==> src/rtl/pdd_pkg.sv <==
// pdd_pkg: constants and types for the phase angle dimming decoder
// assumes a 40 MHz clock; analog levels arrive as comparator bits or adc codes
package pdd_pkg;
  localparam int unsigned CLK_HZ = 40_000_000;
  localparam int unsigned PWM1_HZ = 300;
  localparam int unsigned TRI_HZ = 500;
  localparam int unsigned PWM1_CYC = CLK_HZ / PWM1_HZ;
  localparam int unsigned TRI_CYC = CLK_HZ / TRI_HZ;
  localparam int unsigned LVL_W = 8;
  localparam int unsigned ANG_W = 8;
  localparam int unsigned HALF_W = 20;
  localparam int unsigned ANG_FULL = 256;
  localparam int unsigned MIN_DUTY_DIV = 70;
  localparam logic [7:0] MIN_DUTY = 8'h04;
  localparam logic [7:0] FAST_PCT = 8'hD9;
  localparam logic [7:0] BIG_STEP = 8'h10;
  localparam logic [7:0] ADJ_OFF = 8'h06;
  localparam logic [7:0] ADJ_3V0 = 8'hF5;
  localparam logic [7:0] ADJ_2V5 = 8'hCC;
  localparam logic [7:0] ANG_70 = 8'hB3;
  localparam logic [7:0] ANG_80 = 8'hCC;
  localparam logic [7:0] ANG_95 = 8'hF3;
  localparam logic [3:0] SAMP_FAST = 4'h1;
  localparam logic [3:0] SAMP_SLOW = 4'h8;
  localparam logic [7:0] HALF_MIN = 8'h10;
  typedef enum logic [1:0] {
    PDD_STANDBY = 2'b00,
    PDD_MOVING = 2'b01,
    PDD_ANALOG = 2'b11,
    PDD_SHUTDN = 2'b10
  } pdd_mode_e;
endpackage

==> src/rtl/pdd_decoder.sv <==
// pdd_decoder: digital phase angle decoder, remap pwm, dynamic filter and dim output
// assumes analog comparators outside; asynchronous pins pass two flip-flops
//
// Behaviour
// - the line sense comparator bit (line above 356 mV) gives a twice line frequency pulse whose duty is the angle.
// - the sampled angle is remapped logarithmically into a 300 Hz pwm for finer low level resolution.
// - the remapped duty is clamped to a minimum so contrast stays near 70:1.
// - the remapped pwm drives the decoded pwm node buffer, whose high level is the range adjust voltage.
// - the filtered level node code is compared with a 500 Hz triangle and the inverted result drives dim.
// - the dim output is open drain, only sinking and never driving high.
// - the sample interval varies with previous decoded angles and the present measurement.
// - with no dimmer movement the 500k series resistor is inserted, selecting the slow filter.
// - a large change in decoded angle bypasses the series resistor, selecting the fast filter.
// - an angle above 85% keeps the fast filter except in shutdown, so range adjust alone scales dim.
// - a range adjust level below 75 mV enters low power shutdown.
// - full light is reached at angles of 70% at 3 V, 80% at 2.5 V and 95% at 2 V adjust.
// - a falling supply undervoltage trip turns on pull downs on both filter nodes.
// - above 160 C the switch drive is disabled until the die cools by 20 C.
// - in low power shutdown the dim output stays high, meaning zero light.
`timescale 1ns/1ps
module pdd_decoder
  import pdd_pkg::*;
#(
  parameter int unsigned PWM_PERIOD = PWM1_CYC,
  parameter int unsigned TRI_PERIOD = TRI_CYC
) (
  input wire logic clk,
  input wire logic rst,
  input wire logic line_above_thr,
  input wire logic [pdd_pkg::LVL_W-1:0] range_adjust_code,
  input wire logic [pdd_pkg::LVL_W-1:0] filtered_level_code,
  input wire logic uvlo_fall,
  input wire logic temp_over_160,
  input wire logic temp_below_140,
  input wire logic gate_req,
  output logic decoded_pwm_on,
  output logic [pdd_pkg::LVL_W-1:0] decoded_pwm_level,
  output logic series_bypass,
  output logic decoded_pwm_node_pd,
  output logic filtered_level_node_pd,
  output logic dim_o,
  output logic dim_oe_n,
  output logic shutdown,
  output logic gate_drive,
  output logic [pdd_pkg::ANG_W-1:0] angle
);
  import pdd_pkg::*;

  // elaboration check on period parameters
  if (PWM_PERIOD < 256 || PWM_PERIOD >= (1 << 24) || TRI_PERIOD < 512 || TRI_PERIOD >= (1 << 24)) begin : g_bad_period
    $error("pdd_decoder: period parameters out of range");
  end

  // exponent from top bits, mantissa below: fine steps at low angles
  function automatic logic [7:0] log_map(input logic [7:0] a);
    logic [12:0] v;
    v = 13'({1'b1, a[4:0]}) << a[7:5];
    return v[12:5];
  endfunction

  function automatic logic [7:0] absdiff(input logic [7:0] a, input logic [7:0] b);
    return (a > b) ? a - b : b - a;
  endfunction

  // synchronisers
  logic [1:0] ln_s_r, uv_s_r, th_s_r, tl_s_r;
  logic line_r, line_pv_r, uv_r, th_r, tl_r;
  always_ff @(posedge clk or posedge rst) begin
    if (rst) begin
      ln_s_r <= '0;
      uv_s_r <= '0;
      th_s_r <= '0;
      tl_s_r <= '0;
    end else begin
      ln_s_r <= {ln_s_r[0], line_above_thr};
      uv_s_r <= {uv_s_r[0], uvlo_fall};
      th_s_r <= {th_s_r[0], temp_over_160};
      tl_s_r <= {tl_s_r[0], temp_below_140};
    end
  end
  assign line_r = ln_s_r[1];
  assign uv_r = uv_s_r[1];
  assign th_r = th_s_r[1];
  assign tl_r = tl_s_r[1];

  // angle measurement per half line cycle
  logic [HALF_W-1:0] hi_cnt_r, hi_cnt_nxt, tot_cnt_r, tot_cnt_nxt;
  logic [ANG_W-1:0] angle_r, angle_nxt, prev_ang_r, prev_ang_nxt;
  logic half_done;
  logic [HALF_W+ANG_W-1:0] scaled;
  always_comb begin
    half_done = 1'b0;
    hi_cnt_nxt = hi_cnt_r;
    tot_cnt_nxt = tot_cnt_r;
    angle_nxt = angle_r;
    scaled = '0;
    if (tot_cnt_r != '1) tot_cnt_nxt = tot_cnt_r + 1'b1;
    if (line_r && hi_cnt_r != '1) hi_cnt_nxt = hi_cnt_r + 1'b1;
    half_done = line_r && !line_pv_r;
    if (half_done) begin
      if (tot_cnt_r > HALF_W'(HALF_MIN)) begin
        scaled = ({{ANG_W{1'b0}}, hi_cnt_r} << ANG_W) / {{ANG_W{1'b0}}, tot_cnt_r};
        angle_nxt = (scaled >= ANG_FULL) ? '1 : scaled[ANG_W-1:0];
      end
      hi_cnt_nxt = HALF_W'(1);
      tot_cnt_nxt = HALF_W'(1);
    end
  end
  always_ff @(posedge clk or posedge rst) begin
    if (rst) begin
      hi_cnt_r <= '0;
      tot_cnt_r <= '0;
      angle_r <= '0;
      line_pv_r <= 1'b0;
    end else begin
      hi_cnt_r <= hi_cnt_nxt;
      tot_cnt_r <= tot_cnt_nxt;
      angle_r <= angle_nxt;
      line_pv_r <= line_r;
    end
  end
  assign angle = angle_r;

  // variable sampling and filter mode
  pdd_mode_e mode_r, mode_nxt;
  logic [3:0] skip_r, skip_nxt;
  logic [7:0] samp_r, samp_nxt;
  logic adj_off;
  assign adj_off = range_adjust_code < ADJ_OFF;
  always_comb begin
    mode_nxt = mode_r;
    skip_nxt = skip_r;
    samp_nxt = samp_r;
    prev_ang_nxt = prev_ang_r;
    if (half_done) begin
      if (skip_r != '0) skip_nxt = skip_r - 1'b1;
      // interval from past and present angle
      if (skip_r == '0 || absdiff(angle_nxt, prev_ang_r) > BIG_STEP) begin
        prev_ang_nxt = angle_nxt;
        samp_nxt = angle_nxt;
        if (absdiff(angle_nxt, prev_ang_r) > BIG_STEP || absdiff(samp_r, prev_ang_r) > BIG_STEP) begin
          skip_nxt = SAMP_FAST;
          mode_nxt = PDD_MOVING;
        end else begin
          skip_nxt = SAMP_SLOW;
          mode_nxt = PDD_STANDBY;
        end
      end
    end
    if (angle_nxt > FAST_PCT && mode_nxt != PDD_SHUTDN) mode_nxt = PDD_ANALOG;
    else if (mode_r == PDD_ANALOG && angle_nxt <= FAST_PCT) mode_nxt = PDD_MOVING;
    if (adj_off) mode_nxt = PDD_SHUTDN;
    else if (mode_r == PDD_SHUTDN) mode_nxt = PDD_MOVING;
  end
  always_ff @(posedge clk or posedge rst) begin
    if (rst) begin
      mode_r <= PDD_STANDBY;
      skip_r <= '0;
      samp_r <= '0;
      prev_ang_r <= '0;
    end else begin
      mode_r <= mode_nxt;
      skip_r <= skip_nxt;
      samp_r <= samp_nxt;
      prev_ang_r <= prev_ang_nxt;
    end
  end

  // 300 hz remap pwm and 500 hz triangle
  logic [23:0] pcnt_r, pcnt_nxt, tcnt_r, tcnt_nxt;
  logic [7:0] duty, tri_v, full_ang;
  logic [31:0] thr;
  always_comb begin
    case (1'b1)
      range_adjust_code >= ADJ_3V0: full_ang = ANG_70;
      range_adjust_code >= ADJ_2V5: full_ang = ANG_80;
      default: full_ang = ANG_95;
    endcase
    duty = log_map(samp_r);
    if (samp_r >= full_ang) duty = 8'hFF;
    if (duty < MIN_DUTY) duty = MIN_DUTY;
    pcnt_nxt = (pcnt_r >= 24'(PWM_PERIOD - 1)) ? '0 : pcnt_r + 1'b1;
    tcnt_nxt = (tcnt_r >= 24'(TRI_PERIOD - 1)) ? '0 : tcnt_r + 1'b1;
    // full scale duty gives a full period high
    thr = (32'(duty) * 32'(PWM_PERIOD)) / 32'(8'hFF);
    // peak stays at 255, no wrap to zero
    if (tcnt_r < 24'(TRI_PERIOD / 2)) tri_v = 8'((32'(tcnt_r) * 510) / TRI_PERIOD);
    else tri_v = 8'((32'(TRI_PERIOD - 32'(tcnt_r)) * 510) / TRI_PERIOD);
  end

  // outputs
  logic pwm_on_nxt, dim_low_nxt, gate_off_r, gate_off_nxt;
  logic pwm_on_r, dim_low_r;
  always_comb begin
    pwm_on_nxt = (32'(pcnt_r) < thr) && (mode_r != PDD_SHUTDN);
    // high filtered level sinks dim low, so dim is the inverted compare
    dim_low_nxt = (filtered_level_code > tri_v) && (mode_r != PDD_SHUTDN);
    gate_off_nxt = gate_off_r;
    if (th_r) gate_off_nxt = 1'b1;
    else if (tl_r) gate_off_nxt = 1'b0;
  end
  always_ff @(posedge clk or posedge rst) begin
    if (rst) begin
      pcnt_r <= '0;
      tcnt_r <= '0;
      pwm_on_r <= 1'b0;
      dim_low_r <= 1'b0;
      gate_off_r <= 1'b0;
    end else begin
      pcnt_r <= pcnt_nxt;
      tcnt_r <= tcnt_nxt;
      pwm_on_r <= pwm_on_nxt;
      dim_low_r <= dim_low_nxt;
      gate_off_r <= gate_off_nxt;
    end
  end

  assign decoded_pwm_on = pwm_on_r;
  assign decoded_pwm_level = (mode_r == PDD_SHUTDN) ? '0 : range_adjust_code;
  assign series_bypass = (mode_r == PDD_MOVING) || (mode_r == PDD_ANALOG);
  assign decoded_pwm_node_pd = uv_r;
  assign filtered_level_node_pd = uv_r;
  assign dim_o = 1'b0;
  assign dim_oe_n = !(dim_low_r && !uv_r);
  assign shutdown = (mode_r == PDD_SHUTDN);
  assign gate_drive = gate_req && !gate_off_r;
endmodule // pdd_decoder

==> config.mk <==
export PLATFORM = sky130hd
export DESIGN_NAME = pdd_decoder
export DESIGN_NICKNAME = d
export VERILOG_FILES = /design/src/rtl/pdd_pkg.sv /design/src/rtl/pdd_decoder.sv
export SDC_FILE = /design/constraint.sdc
export NUM_CORES = 2
export LEC_CHECK = 0
export BUFFER_PORTS_ARGS = -buffer_cell sky130_fd_sc_hd__buf_2
export CORE_UTILIZATION = 55
export CTS_BUF_LIST = sky130_fd_sc_hd__clkbuf_16
export DETAILED_ROUTE_END_ITERATION = 10
export PLACE_DENSITY_LB_ADDON = 0.12
export REMOVE_ABC_BUFFERS = 1
export SLEW_MARGIN = 5
export SYNTH_ARGS = -nofsm -noshare
export SYNTH_HDL_FRONTEND = slang
export SYNTH_SLANG_ARGS = --single-unit
==> constraint.sdc <==
create_clock -name clk -period 127.3 [get_ports clk]
set_clock_uncertainty 0.15 [all_clocks]
set_input_delay 25.46 -clock clk [delete_from_list [all_inputs] [get_ports clk]]
set_output_delay 25.46 -clock clk [all_outputs]
set_load 0.03 [all_outputs]
======== Yosys cells after proc, flatten, opt, wreduce, memory -nomap -nowiden ========
Index checks and enable logic that the tools add are counted.
cells by class
  bitwise logic cells ..................... 0
  $add $sub $neg .......................... 9
  eq/ne operators ......................... 7
  magnitude comparators ................... 17
  mux-type cells .......................... 28
  reductions and logical operators ........ 23
  divide/modulo/power cells ............... 4
  multipliers ............................. 3
  shift-type cells ........................ 1
operators by type and width
  kind                      number
  $mux W20                  4
  $div A32 B17 Y32 const B  2
  $mux W8                   8
  $add A24 B1 Y24 const B   2
  $mux W24                  2
  $add A20 B1 Y20 const B   2
  $ne A20 B20 Y1 const B    2
  $div A26 B8 Y32 const B   1
  $lt A24 B32 Y1            1
  $mul A32 B8 Y31 const B   1
  $mul A24 B8 Y31 const B   1
  $div A28 B20 Y28          1
  $ge A28 B9 Y1 const B     1
  $mul A8 B18 Y26 const B   1
  $sub A17 B24 Y25 const A  1
  $ge A24 B17 Y1 const B    1
  $ge A24 B18 Y1 const B    1
  $lt A24 B16 Y1 const B    1
  $sub A8 B8 Y8             3
  $gt A20 B5 Y1 const B     1
  $ge A8 B8 Y1 const B      2
  $gt A8 B5 Y1 const B      2
  $gt A8 B8 Y1              2
  $lt A8 B3 Y1 const B      2
  20 further kinds          47
storage, ports and cells
  memory bits (read-only) ................. 0
  latch bits .............................. 0
  logic and storage cells ................. 108
  bits in registers ....................... 122
  memory bits (writable) .................. 0
  output and inout bits ................... 24
  memories kept ........................... 0
  input port bits ......................... 23

======== Depth between registers and ports, before layout ========
  depth in word-level cells ............... 17
  mapped depth ............................ 542
  gate-level depth less buffers ........... 499

======== Least setup slack after synthesis ========
No wires, ideal clock.
  path type ............................... flip-flop to flip-flop
  start point ............................. register tot_cnt_r[0]
  end point ............................... register samp_r[1]
  setup time .............................. 0.131 ns
  cell stages (with the launch flop) ...... 523
  clock period less this slack ............ 94.243 ns
  path buffers ............................ 46
  required time ........................... 127.019 ns
  setup slack ............................. 33.057 ns
  arrival ................................. 93.961 ns
  path through ............................ dfrtp_1 > clkbuf_1 > clkinv_1 > ha_1 > and3_1 > nor2_1 > ha_1 > a21oi_1 > nor2_1 > o22a_1 > ha_1 > o21a_1 > nor2_1 > inv_1 > a21oi_1 > nor3b_1 > mux2i_1 > ha_1 > [487 not listed] > o21a_1 > o21ai_0 > nand2b_1 > a21oi_1 > nor2_1 > clkbuf_1 > mux2i_1 > nand2_1 > a221oi_1 > xnor2_1 > nor3_1 > nand2_1 > or2_2 > and2_1 > clkbuf_1 > clkbuf_1 > nand2_1 > o21ai_0
on the way
  longest elaborated chain between the ends .. 10
  elaborated cells on any way between the ends .. 13
  classes of those cells .................. 2 x add/sub; 1 x div; 4 x order compare; 4 x mux; 2 x reduce/logical
ends and longest elaborated chain
  element                                        line                source
  start, declared                                pdd_decoder.sv:87   logic [HALF_W-1:0] hi_cnt_r, hi_cnt_nxt, tot_cnt_r, tot_cnt_nxt;
  start signal, assigned                         pdd_decoder.sv:117  tot_cnt_r <= tot_cnt_nxt;
  $div A28 B20 Y28                               pdd_decoder.sv:102  scaled = ({{ANG_W{1'b0}}, hi_cnt_r} << ANG_W) / {{ANG_W{1'b0}}, tot_cnt_r};
  $ge A28 B9 Y1                                  pdd_decoder.sv:103  angle_nxt = (scaled >= ANG_FULL) ? '1 : scaled[ANG_W-1:0];
  $mux W8                                        pdd_decoder.sv:103
  $mux W8 (*)                                    pdd_decoder.sv:101  if (tot_cnt_r > HALF_W'(HALF_MIN)) begin
  $mux W8 (*)                                    pdd_decoder.sv:100  if (half_done) begin
  via angle_nxt[0]                               pdd_decoder.sv:88   logic [ANG_W-1:0] angle_r, angle_nxt, prev_ang_r, prev_ang_nxt;
  $sub A8 B8 Y8 or $gt A8 B8 Y1 (tied branches)  pdd_decoder.sv:62   return (a > b) ? a - b : b - a;
  $mux W8 (*)                                    pdd_decoder.sv:62
  $gt A8 B5 Y1 (*)                               pdd_decoder.sv:138  if (skip_r == '0 || absdiff(angle_nxt, prev_ang_r) > BIG_STEP) begin
  $logic_or A1 B1 Y1 (*)                         pdd_decoder.sv:138
  $reduce_and A2 Y1 (no source line) (*)         --
  end signal, assigned                           pdd_decoder.sv:164  samp_r <= samp_nxt;
  end, declared                                  pdd_decoder.sv:127  logic [7:0] samp_r, samp_nxt;
The timed path passes the listed nets; every way through them passes the cells marked *.
A chain may end at the register's enable or synchronous reset.

======== Worst setup path after layout ========
  start point ............................. register tot_cnt_r[19]
  end point ............................... register samp_r[0]
on the way
  longest elaborated chain between the ends .. 10
  elaborated cells on any way between the ends .. 13
  classes of those cells .................. 2 x add/sub; 1 x div; 4 x order compare; 4 x mux; 2 x reduce/logical
ends and longest elaborated chain
  element                                        line
  $div A28 B20 Y28                               pdd_decoder.sv:102
  $ge A28 B9 Y1                                  pdd_decoder.sv:103
  $mux W8                                        pdd_decoder.sv:103
  $mux W8 (*)                                    pdd_decoder.sv:101
  $mux W8 (*)                                    pdd_decoder.sv:100
  via angle_nxt[0]                               pdd_decoder.sv:88
  $sub A8 B8 Y8 or $gt A8 B8 Y1 (tied branches)  pdd_decoder.sv:62
  $mux W8                                        pdd_decoder.sv:62
  $gt A8 B5 Y1                                   pdd_decoder.sv:138
  $logic_or A1 B1 Y1                             pdd_decoder.sv:138
  $reduce_and A2 Y1 (no source line)             --
Marked as above.

==> impl_metrics.env <==
export IMPL_outcome="complete, no violations"
export IMPL_grt_pass1_wl_um=200000
export IMPL_worstSetupPathType="flip-flop to flip-flop"
export IMPL_rsz0062_at_grt="false"
export IMPL_cts_resized_gates=0
export IMPL_timing_final_crit_share_pct=76.7
export IMPL_diodes=0
export IMPL_synth_top_cell_by_area="ha_1"
export IMPL_finalSetupViolCount=0
export IMPL_crit_required_ns=127.53
export IMPL_drt_wl_total_um=123000
export IMPL_postRouteAntennaNets=0
export IMPL_final_common_cell="ha_1"
export IMPL_tritoncts="done"
export IMPL_cts_sinks=122
export IMPL_final_cell_mix="ha_1 (615), nor2_1 (529), nand2_1 (492)"
export IMPL_worst_pin_slew_ns=1.10
export IMPL_cts_root_buffer="clkbuf_16"
export IMPL_critPathLaunchType="flip-flop"
export IMPL_grt_usage_pct=29.1
export IMPL_core_um2=80900
export IMPL_mappedNetlistArea_um2=45200
export IMPL_start_util_pct=55.8
export IMPL_postCtsSetupRepairBufs=0
export IMPL_fin_crit_ns=97.60
export IMPL_grt_max_degree=70
export IMPL_critPathMaxStageDelay_ns=0.91
export IMPL_drcViolationCount=0
export IMPL_first_iter_violations=2625
export IMPL_fillers=7685
export IMPL_netlist_area_leader_share_pct=17.0
export IMPL_dr_pass1_iters=5
export IMPL_first_global_vias=40100
export IMPL_ys_seq_area_share_pct=6.76
export IMPL_dp_hpwl_um=99300
export IMPL_synth_edff_count=0
export IMPL_synth_top_flop_cell="dfrtp_1"
export IMPL_maxCapViolations=0
export IMPL_gp_congestion=0.932
export IMPL_ctsHtreeMaxLevel=4
export IMPL_cp_max_fo=42
export IMPL_multi_input_area_um2=40000
export IMPL_cpMaxStageDelayCell="a211oi_2"
export IMPL_synth_area_top_cells="ha_1 (17%), fa_1 (11%), dfrtp_1 (6.8%)"
export IMPL_hold_path_startpoint="ln_s_r[0]"
export IMPL_ys_async_sr_fraction_pct=100
export IMPL_r2r_start="tot_cnt_r[19]"
export IMPL_clk_path_buf_depth=2
export IMPL_nets=6760
export IMPL_grt_overflow_total=0
export IMPL_fmax_mhz=10.2
export IMPL_io_pin_count=47
export IMPL_num_rows=104
export IMPL_io_buffers=45
export IMPL_crit_start="tot_cnt_r[19]"
export IMPL_hold_path_class="flip-flop to flip-flop"
export IMPL_clkLatencyLatePin_ns=0.50
export IMPL_yosysUniqueCellTypes=132
export IMPL_ff_latch_area_um2=3050
export IMPL_relSlewSlack_pct=26.6
export IMPL_path_common_cell="o21a_1"
export IMPL_die_area_um2=83300
export IMPL_ys_warn_count=0
export IMPL_crit_arrival_ns=97.83
export IMPL_end_kind="flip-flop"
export IMPL_final_max_slew_viol_count=0
export IMPL_wl_per_cell_um=17.7
export IMPL_tns_ns=0
export IMPL_area_delta_synth_final_pct=4.47
export IMPL_die_h_um=289
export IMPL_ys_seq_elements=122
export IMPL_hold_viol_final=0
export IMPL_vias=42800
export IMPL_syn_area_per_cell_um2=7.65
export IMPL_antenna_found_initial=2
export IMPL_drive_gt1_share_pct=6.23
export IMPL_cts_buffers=17
export IMPL_hold_buffers=0
export IMPL_vias_per_cell=6.16
export IMPL_netlist_instances=5911
export IMPL_cts_clk_slew_worst_paths_ns=0.07
export IMPL_fp_dieW_um=289
## layout make-up
class                      count  area share (%)
clock buffer                  17           0.901
clock inverter                15           0.522
inverter                     434            3.46
multi-input combinational   5213            84.7
sequential                   122            6.47
tap                         1060            2.81
timing repair buffer          89            1.18
## per-stage QoR
| step | cells | setup WS, ns | hold slack (ns) | instance area, um^2 | utilization, % |
|---|---|---|---|---|---|
| after floorplan | 5769 | 28.59 | 0.181 | 44600 | - |
| after global placement | 6918 | 33.62 | 0.188 | 46500 | 57.5 |
| after detailed placement | 6918 | 30.89 | 0.188 | 46500 | 57.5 |
| after CTS | 6950 | 30.44 | 0.208 | 47200 | 58.3 |
| after global routing | 6950 | 21.59 | 0.210 | 47200 | 58.3 |
| final | 6950 | 29.70 | 0.207 | 47200 | 58.3 |
## Yosys cell counts, types with 15 or more instances
master,instances
o221ai_1,15
mux2_2,97
o21bai_1,18
nor2_1,530
nand4_1,82
o21ai_1,40
a31o_2,16
nand2_1,492
and3_1,54
nand2b_1,99
a211o_1,23
a211oi_1,50
nor3_1,274
xor2_1,93
o211a_1,21
a21o_1,192
or4_1,15
ha_1,615
or2_2,39
xnor2_1,290
mux2i_1,57
nand3_1,115
o21a_1,223
nor4_1,28
o211ai_1,55
fa_1,245
nor2b_1,64
a21oi_1,353
dfrtp_1,122
o31ai_1,132
o21ai_0,321
or3_1,44
o22ai_1,25
and2_1,84
inv_1,433
a21boi_0,18
a31oi_1,49
o2111ai_1,17
clkbuf_1,116
## logic make-up (layout without fill, tap and decap cells)
group / count (synthesis) / after routing / share of synthesized area, %
adders and majority gates: 869 / 869 / 28.1
buffers and inverters: 582 / 555 / 4.94
AOI/OAI and AO/OA: 1788 / 1788 / 27.3
other: 2 / 8 / 0.0166
muxes: 157 / 157 / 3.77
xor gates and xnor gates: 388 / 388 / 7.63
and+or+nand+nor: 2003 / 2003 / 21.5
DFF: 122 / 122 / 6.76
## worst max-delay path, delay by kind of cell, from the launching register on
family                     cells  cell delay (ns)
DFF                            1             0.45
buffers and inverters         27             5.15
muxes                          8             2.47
AOI/OAI and AO/OA            324            63.65
and+or+nand+nor              109            16.50
adders and majority gates     29             8.88
## layer usage
metal | routed length, um | track usage [%] | vias up
li1 | - | - | 21500
met1 | 56400 | 38.3 | 20200
met2 | 57300 | 49.6 | 949
met3 | 5050 | 2.96 | 168
met4 | 3940 | 10.0 | 2
met5 | 8 | 0 | -
## sequential cells by signal (all words and copies together), names as in the netlist
register / cells
tcnt_r: 24
mode_r: 2
tl_s_r: 2
decoded_pwm_on: 1
pcnt_r: 24
dim_low_r: 1
th_s_r: 2
samp_r: 8
line_pv_r: 1
tot_cnt_r: 20
gate_off_r: 1
skip_r: 4
angle: 8
hi_cnt_r: 20
uv_s_r: 2
ln_s_r: 2
## path summary, 6_finish.rpt
check                                    end  slack, ns  depth (start not counted)
worst max-delay path               samp_r[0]      29.70                        497
worst min-delay path               ln_s_r[1]       0.21                          0
worst max register to register     samp_r[0]      29.70                        497
worst min register to register     ln_s_r[1]       0.21                          0
max in group asynchronous          uv_s_r[1]     100.80                          3
min in group asynchronous       hi_cnt_r[19]      24.96                          2
Power is not shown: default switching activity piles up to over one toggle a cycle in this logic, so the estimate is an artifact.
